<file path="src/core/aom_pkg.sv">
// constants of the result output bus multiplexer
// assumes one 200 MHz clock, synchronous pins and an AHB-Lite host
//
// Behaviour
// - format 0 drives all eighteen bits parallel
// - format 1, word low: upper sixteen bits
// - format 1, word high: bits 0,1 on lines 2,3
// - byte format 00: high byte, lines 3-9 float
// - byte format 01: middle byte on upper lines
// - byte format, word high: low byte, zeros
// - format 3 floats lines 1,2, serial pins
// - non-parallel: lines 0,1 become select inputs, line 2 in byte format only
// - reference power-down high disables internal reference
// - buffer power-down high disables reference buffer
// - buffer on, reference off: external bandgap used
// - drivers on only with chip select, read low
// - busy high during conversion, falls on latch
// - coding select picks binary or twos complement
package aom_pkg;

  // ---------------------------------------------------------------
  // result and format
  // ---------------------------------------------------------------
  localparam int          RES_W       = 18;
  localparam logic [1:0]  FMT_PAR18   = 2'h0;
  localparam logic [1:0]  FMT_WORD16  = 2'h1;
  localparam logic [1:0]  FMT_BYTE8   = 2'h2;
  localparam logic [1:0]  FMT_SERIAL  = 2'h3;
  localparam int          PIN_CODING  = 0;
  localparam int          PIN_WORD    = 1;
  localparam int          PIN_BYTE    = 2;

  // ---------------------------------------------------------------
  // register map
  // ---------------------------------------------------------------
  localparam logic [7:0]  OFS_SAMPLE  = 8'h00;
  localparam logic [7:0]  OFS_RESULT  = 8'h04;
  localparam logic [7:0]  OFS_STATUS  = 8'h08;
  localparam logic [7:0]  OFS_PINS    = 8'h0c;
  localparam int          ST_BUSY     = 0;
  localparam int          ST_FMT_LO   = 1;
  localparam int          ST_FMT_HI   = 2;
  localparam int          ST_REF_EN   = 3;
  localparam int          ST_BUF_EN   = 4;
  localparam int          ST_EXT_BG   = 5;
  localparam int          ST_EXT_REF  = 6;
  localparam int          ST_CODING   = 7;
  localparam int          ST_READ_ON  = 8;
  localparam logic [17:0] RESULT_RST  = 18'h00000;

  // ---------------------------------------------------------------
  // timing
  // ---------------------------------------------------------------
  localparam int          CLK_PS      = 5000;
  localparam int          CONV_NS     = 700;
  localparam int          CONV_CYC    = (CONV_NS * 1000 + CLK_PS - 1)
                                        / CLK_PS;
  localparam int          CNT_W       = 8;

  typedef enum logic { CV_IDLE, CV_RUN } aom_conv_e;
  typedef enum logic [1:0] { AP_IDLE, AP_WAIT, AP_DONE } aom_ahb_e;

endpackage

</file>
<file path="src/core/aom_ref_ctl.sv">
// reference and buffer power-down decode
// assumes the power-down pins are synchronous levels
module aom_ref_ctl (
  input  wire logic reference_powerdown,
  input  wire logic ref_buffer_powerdown,
  output logic      int_ref_en,
  output logic      ref_buf_en,
  output logic      ext_bandgap_mode,
  output logic      ext_ref_needed
);
  import aom_pkg::*;

  always_comb begin
    int_ref_en       = !reference_powerdown;
    ref_buf_en       = !ref_buffer_powerdown;
    ext_bandgap_mode = ref_buf_en && !int_ref_en;
    ext_ref_needed   = reference_powerdown;
  end

endmodule

</file>
<file path="src/core/aom_slice_mux.sv">
// picks the result slice and the driven lines per format
// assumes coded result and selects are stable in the cycle
module aom_slice_mux (
  input  wire logic [1:0]  fmt,
  input  wire logic        word_select,
  input  wire logic        byte_select,
  input  wire logic [17:0] res,
  output logic      [17:0] line_val,
  output logic      [17:0] line_drv
);
  import aom_pkg::*;

  always_comb begin
    line_val = 18'h00000;
    line_drv = 18'h00000;
    unique case (fmt)
      FMT_PAR18: begin
        line_val = res;
        line_drv = 18'h3ffff;
      end
      FMT_WORD16: begin
        line_drv = 18'h3fffc;
        if (!word_select) begin
          line_val = {res[17:2], 2'h0};
        end else begin
          line_val = {14'h0000, res[1:0], 2'h0};
        end
      end
      FMT_BYTE8: begin
        line_drv = 18'h3fc00;
        unique case ({word_select, byte_select})
          2'h0: line_val = {res[17:10], 10'h000};
          2'h1: line_val = {res[9:2], 10'h000};
          2'h2: line_val = {6'h00, res[1:0], 10'h000};
          2'h3: line_val = {res[1:0], 16'h0000};
        endcase
      end
      FMT_SERIAL: begin
        line_drv = 18'h00000;
      end
    endcase
  end

endmodule

</file>
<file path="src/core/aom_out_mux.sv">
// result output bus multiplexer: conversion hold, coding,
// slice selection, pin drivers and an AHB-Lite register slave
// assumes every pin is synchronous to mclk and one bus master
module aom_out_mux (
  input  wire logic        mclk,
  input  wire logic        rst,
  input  wire logic        ce,
  // host bus
  input  wire logic        hsel,
  input  wire logic [31:0] haddr,
  input  wire logic [1:0]  htrans,
  input  wire logic        hwrite,
  input  wire logic [2:0]  hsize,
  input  wire logic [31:0] hwdata,
  input  wire logic        hready,
  output logic      [31:0] hrdata,
  output logic             hreadyout,
  output logic             hresp,
  // parallel port
  input  wire logic        format_sel_hi,
  input  wire logic        format_sel_lo,
  input  wire logic        cs_n,
  input  wire logic        rd_n,
  input  wire logic [17:0] d_i,
  output logic      [17:0] d_o,
  output logic      [17:0] d_oe,
  output logic             busy,
  // reference control
  input  wire logic        reference_powerdown,
  input  wire logic        ref_buffer_powerdown,
  output logic             int_ref_en,
  output logic             ref_buf_en,
  output logic             bandgap_buffer_input_ext,
  output logic             ext_ref_needed
);
  import aom_pkg::*;

  // ---------------------------------------------------------------
  // state
  // ---------------------------------------------------------------
  typedef struct packed {
    aom_ahb_e    ph;
    logic        wr;
    logic [7:0]  addr;
    logic [31:0] rdata;
    aom_conv_e   cv;
    logic [CNT_W-1:0] cnt;
    logic [17:0] sample;
    logic [17:0] result;
    logic        busy;
    logic [17:0] dout;
    logic [17:0] doe;
    logic        ref_en;
    logic        buf_en;
    logic        ext_bg;
    logic        ext_ref;
  } aom_state_s;

  aom_state_s st_r;
  aom_state_s st_nxt;

  localparam logic [CNT_W-1:0] CONV_LAST = CNT_W'(CONV_CYC - 1);

  // ---------------------------------------------------------------
  // pin decode
  // ---------------------------------------------------------------
  logic [1:0]  fmt;
  logic        parallel18;
  logic        coding_select;
  logic        word_select;
  logic        byte_select;
  logic        read_on;
  logic [17:0] coded;
  logic [17:0] line_val;
  logic [17:0] line_drv;
  logic        ref_en_c;
  logic        buf_en_c;
  logic        ext_bg_c;
  logic        ext_ref_c;

  assign fmt        = {format_sel_hi, format_sel_lo};
  assign parallel18 = (fmt == FMT_PAR18);
  // low lines turn into select inputs outside 18-bit mode
  assign coding_select = parallel18 ? 1'b1 : d_i[PIN_CODING];
  assign word_select   = parallel18 ? 1'b0 : d_i[PIN_WORD];
  assign byte_select   = (fmt == FMT_BYTE8) ? d_i[PIN_BYTE]
                                            : 1'b0;
  assign read_on       = !cs_n && !rd_n;

  // high coding select keeps straight binary; low flips the msb
  always_comb begin
    coded = st_r.result;
    if (!parallel18 && !coding_select) begin
      coded[17] = !st_r.result[17];
    end
  end

  aom_slice_mux u_slice (
    .fmt         (fmt),
    .word_select (word_select),
    .byte_select (byte_select),
    .res         (coded),
    .line_val    (line_val),
    .line_drv    (line_drv)
  );

  aom_ref_ctl u_ref (
    .reference_powerdown  (reference_powerdown),
    .ref_buffer_powerdown (ref_buffer_powerdown),
    .int_ref_en           (ref_en_c),
    .ref_buf_en           (buf_en_c),
    .ext_bandgap_mode     (ext_bg_c),
    .ext_ref_needed       (ext_ref_c)
  );

  // ---------------------------------------------------------------
  // bus decode
  // ---------------------------------------------------------------
  logic take;
  logic wr_sample;

  assign take      = hsel && htrans[1] && hready;
  assign wr_sample = (st_r.ph == AP_WAIT) && st_r.wr
                     && (st_r.addr == OFS_SAMPLE);

  function automatic logic [31:0] read_word(
    input logic [7:0]  a,
    input aom_state_s  s,
    input logic [1:0]  f,
    input logic        cod,
    input logic        rdo
  );
    logic [31:0] w;
    w = 32'h00000000;
    unique case (a)
      OFS_SAMPLE: w = {14'h0000, s.sample};
      OFS_RESULT: w = {14'h0000, s.result};
      OFS_STATUS: begin
        w[ST_BUSY]    = s.busy;
        w[ST_FMT_LO]  = f[0];
        w[ST_FMT_HI]  = f[1];
        w[ST_REF_EN]  = s.ref_en;
        w[ST_BUF_EN]  = s.buf_en;
        w[ST_EXT_BG]  = s.ext_bg;
        w[ST_EXT_REF] = s.ext_ref;
        w[ST_CODING]  = cod;
        w[ST_READ_ON] = rdo;
      end
      OFS_PINS:   w = {14'h0000, s.dout};
      default:    w = 32'h00000000;
    endcase
    return w;
  endfunction

  // ---------------------------------------------------------------
  // next state
  // ---------------------------------------------------------------
  always_comb begin
    st_nxt = st_r;

    // bus phase: one wait state on every access
    unique case (st_r.ph)
      AP_IDLE, AP_DONE: begin
        if (take) begin
          st_nxt.ph   = AP_WAIT;
          st_nxt.wr   = hwrite;
          st_nxt.addr = {haddr[7:2], 2'h0};
        end else begin
          st_nxt.ph = AP_IDLE;
        end
      end
      AP_WAIT: begin
        st_nxt.ph = AP_DONE;
        if (!st_r.wr) begin
          st_nxt.rdata = read_word(st_r.addr, st_r, fmt,
                                   coding_select, read_on);
        end
      end
      default: st_nxt.ph = AP_IDLE;
    endcase

    // conversion: a sample write starts it, ignored while busy
    unique case (st_r.cv)
      CV_IDLE: begin
        if (wr_sample) begin
          st_nxt.cv     = CV_RUN;
          st_nxt.sample = hwdata[17:0];
          st_nxt.cnt    = CONV_LAST;
          st_nxt.busy   = 1'b1;
        end
      end
      CV_RUN: begin
        if (st_r.cnt == '0) begin
          st_nxt.cv     = CV_IDLE;
          st_nxt.result = st_r.sample;
          st_nxt.busy   = 1'b0;
        end else begin
          st_nxt.cnt = st_r.cnt - CNT_W'(1);
        end
      end
    endcase

    // pin drivers follow the read strobes one cycle later
    st_nxt.dout = line_val;
    st_nxt.doe  = read_on ? line_drv : 18'h00000;

    st_nxt.ref_en  = ref_en_c;
    st_nxt.buf_en  = buf_en_c;
    st_nxt.ext_bg  = ext_bg_c;
    st_nxt.ext_ref = ext_ref_c;
  end

  // ---------------------------------------------------------------
  // registers
  // ---------------------------------------------------------------
  always_ff @(posedge mclk) begin
    if (rst) begin
      st_r.ph      <= AP_IDLE;
      st_r.wr      <= 1'b0;
      st_r.addr    <= 8'h00;
      st_r.rdata   <= 32'h00000000;
      st_r.cv      <= CV_IDLE;
      st_r.cnt     <= '0;
      st_r.sample  <= RESULT_RST;
      st_r.result  <= RESULT_RST;
      st_r.busy    <= 1'b0;
      st_r.dout    <= 18'h00000;
      st_r.doe     <= 18'h00000;
      st_r.ref_en  <= 1'b0;
      st_r.buf_en  <= 1'b0;
      st_r.ext_bg  <= 1'b0;
      st_r.ext_ref <= 1'b0;
    end else if (ce) begin
      st_r <= st_nxt;
    end
  end

  // ---------------------------------------------------------------
  // outputs
  // ---------------------------------------------------------------
  assign hrdata    = st_r.rdata;
  assign hreadyout = (st_r.ph != AP_WAIT);
  assign hresp     = 1'b0;
  assign d_o       = st_r.dout;
  assign d_oe      = st_r.doe;
  assign busy      = st_r.busy;
  assign int_ref_en               = st_r.ref_en;
  assign ref_buf_en               = st_r.buf_en;
  assign bandgap_buffer_input_ext = st_r.ext_bg;
  assign ext_ref_needed           = st_r.ext_ref;

endmodule

</file>
<file path="config.mk">
export PLATFORM = sky130hd
export DESIGN_NAME = aom_out_mux
export DESIGN_NICKNAME = d
export VERILOG_FILES = /design/src/core/aom_pkg.sv /design/src/core/aom_ref_ctl.sv /design/src/core/aom_slice_mux.sv /design/src/core/aom_out_mux.sv
export SDC_FILE = /design/constraint.sdc
export NUM_CORES = 1
export LEC_CHECK = 0
export ABC_AREA = 1
export BUFFER_PORTS_ARGS = -buffer_cell sky130_fd_sc_hd__buf_2
export CORE_MARGIN = 1
export CORE_UTILIZATION = 40
export DETAILED_ROUTE_END_ITERATION = 16
export PLACE_DENSITY = 0.69
export SYNTH_ARGS = -nofsm -noshare
export SYNTH_HDL_FRONTEND = slang
export SYNTH_SLANG_ARGS = --single-unit
</file>
<file path="constraint.sdc">
create_clock -name mclk -period 1.6 [get_ports mclk]
set_input_delay 0.08 -clock mclk [delete_from_list [all_inputs] [get_ports mclk]]
set_output_delay 0.08 -clock mclk [all_outputs]
set_load 0.03 [all_outputs]
</file>
==> summary.md <==
| Metric | Value |
|---|---|
| Status | `complete, but fails checks` |
| Failing checks | `hold timing` |
| Nets | `896` |
| Placed instance area | `5360 um^2` |
| Leakage power | `0.00258 uW` |
| Seq/Total Area, Yosys | `38.8%` |
| Hold depth | `3` |
| Vias/cell | `4.66` |
| Die width | `114 um` |
| Placed cells | `approximately 940` |
| Clock root cell | `clkbuf_16` |
| Most common cell after layout, fill and taps aside | `nand2_1` |
| Drt first pass iters | `5` |
| Via count | `4,511` |
| CTS tree | `yes` |
| Clock-pin slew on the worst setup and hold paths | `60 ps` |
| Critical Path End Type | `flop` |
| Tot Pwr | `5180 uW` |
| Cell Pwr Density | `896 nW/um^2` |
| Switching portion of total power | `24.7%` |
| Final setup fails | `0` |
| FP Rows | `40` |
| Synthesis-to-layout area growth | `14.3%` |
| DP HPWL | `around 9300 um` |
| Highest routed layer | `met4` |
| CP top delay family | `simple AND/OR/NAND/NOR gates` |
| Clk_lat worst skew | `approximately 350 ps` |
| Crit Path Category | `reg2reg` |
| Die area | `between 10,000 and 15,000 um^2` |
| Internal | `3900 uW` |
| Synth Cell Area | `5060 um^2` |
| CTS max path bufs | `2` |
| ANT nets after route | `0` |
| Net Sw Power | `1280 uW` |
| Layout cells sized above 1 | `20.3%` |
| Flops & latches, synth | `roughly 100` |
| First-pass GRT wire length | `20,100 um` |
| CTS H-tree depth | `3` |
| Synthesized instance count | `736` |
| Finished Core Util | `47.6%` |
| CP Max Fanout | `11` |
| Period utilisation layout | `91.7%` |
| N_diodes | `0` |
| Number of buffers added on ports | `between 90 and 100` |
| Yosys warns | `0` |
| Worst path cell trace | `inv_1 > nor3_1 > nand3_4 > buf_4 > nand3_1 > nand2_1 > a21oi_1` |
| Combinational share of power | `a little under a tenth` |
| DRT iter0 DRCs | `285` |
| WL final | `12,600 um` |
| Worst reg2reg path depth | `7` |
| Initial antenna violation count | `0` |
| CP Depth | `7` |
| Vias in the first global route | `4,052` |
| Largest net degree at the start of global routing | `34` |
| Num CTS Buffers | `9` |
| I/O pin count | `approximately 170` |
| Cell area after layout | `5780 um^2` |
| Worst Hold Class | `in2reg` |
| Die Height | `114 um` |
| Core ar. | `between 10,000 and 15,000 um^2` |
| Max_cap viols | `0` |
| RSZ-0062 raised after global routing | `yes` |
| Syn avg cell area | `between 6 and 7 um^2` |
| Crit path largest cell delay | `370 ps` |
| Hold Slack | `-0.698 ps` |
| Fmax | `681 MHz` |
| Pins over their slew limit | `0` |
| Postcts setup bufs | `0` |
| Final setup skew | `5.84 ps` |
| Routed length on met1 | `6330 um` |
| Routed length on met2 | `5360 um` |
| CP Buf/Inv Count | `2` |
| Final hold violation count | `1` |
| Global Route Usage Sum | `19.8%` |
| Minimum clock period | `1470 ps` |
| Cell variety after synth | `33` |
| Sink Count | `a little under 100` |
| Worst path slowest cell | `dfxtp_1` |
| Peak VDD IR | `419 uV` |
| Clock power share | `43.0%` |
| Critical path required time | `1880 ps` |
| DR WL met3 | `roughly 640 um` |
| GP Congestion | `0.883` |
| Layout Cells excl Fill | `968` |
| CP Launch Type | `flop` |
| # DRC | `0` |
| Sequential power share | `a little under half` |
| Most frequent cells in the layout | `nand2_1, buf_2, dfxtp_1` |
| CP Data Arrival Time | `1750 ps` |
| Avg WL per Cell | `13.0 um` |
| Total grt overflow | `0` |
| Starting density of the core | `41.6%` |
-- cells by family after synthesis --
| logic type | after synthesis | share of synthesized area [%] |
|---|---|---|
| AOI/OAI and AO/OA | 155 | 15.7 |
| xor gates and xnor gates | 5 | 0.865 |
| adders and majority gates | 2 | 0.494 |
| buffers and inverters | 173 | 18.7 |
| DFF | 98 | 38.8 |
| other | 1 | 0.0741 |
| and+or+nand+nor | 302 | 25.4 |
-- cells in the mapped netlist, drive strengths merged --
library cell	instances	area (um^2)
clkinv	2	8.75
xor2	4	35.0
nand3	60	318
conb	1	3.75
dfxtp	98	1960
o21ai	56	292
xnor2	1	8.76
nand2	149	562
nor3	3	25.0
a211oi	2	15.0
nand4	2	12.5
clkbuf	12	45.0
buf	86	617
o211ai	1	7.51
a21oi	96	480
nand3b	1	7.51
inv	73	277
ha	2	25.0
nor2	87	359
-- repair_timing --
item	CTS	global route
resized for setup	0	10
hold buffers	9	0
endpoints found under the hold margin	9	0
setup endpoints to repair	0	25
-- layer usage --
layer	up-vias	track usage (%)
met4	0	6.75
met3	13	4.39
met2	107	30.9
met5	-	0
met1	1999	27.1
li1	2392	-
-- flip-flops by register name, indices dropped and copies added (netlist names) --
name / flops
ref_buf_en: 1
int_ref_en: 1
hrdata: 18
d_o: 18
st_r: 37
bandgap_buffer_input_ext: 1
d_oe: 3
coded: 17
busy: 1
ext_ref_needed: 1
-- tightest hold or removal path, cell delays in order --
cell	delay, ps
buf_2	80
o21ai_1	60
a21oi_1	100
-- area by class of cell --
cell class,count,area (um^2)
fillers,1293,6380
multi-input cells,479,2230
flip-flops and latches,98,1960
repair buffers,132,791
inverters,75,285
clock buffers,12,256
well taps,168,210
clock inverters,4,50.0
-- power groups by stage --
stage          Clock (uW)  Sequential (uW)  Combinational [uW]
2_1_floorplan           0             2540                 338
6_report             2230             2480                 475
4_1_cts              2270             2480                 472
3_3_place_gp            0             2530                 452
5_1_grt              2360             2480                 519
3_5_place_dp            0             2530                 454
-- path summary, 6_finish.rpt --
path / from / to / slack (ps)
hold reg to reg: hrdata[12] / hrdata[12] / 460
setup reg to reg: st_r[126] / st_r[84] / 130
hold / removal: hwdata[10] / st_r[69] / -0.7
setup / recovery: st_r[126] / st_r[84] / 130
-- stage by stage --
stage               setup TNS, ps  setup slack (ps)
finish                          0               133
global route                -5.93             -4.66
CTS                             0              64.6
detailed placement              0              83.5
global placement                0              93.0
floorplan                       0               185
Power figures use the tool's default switching activity.
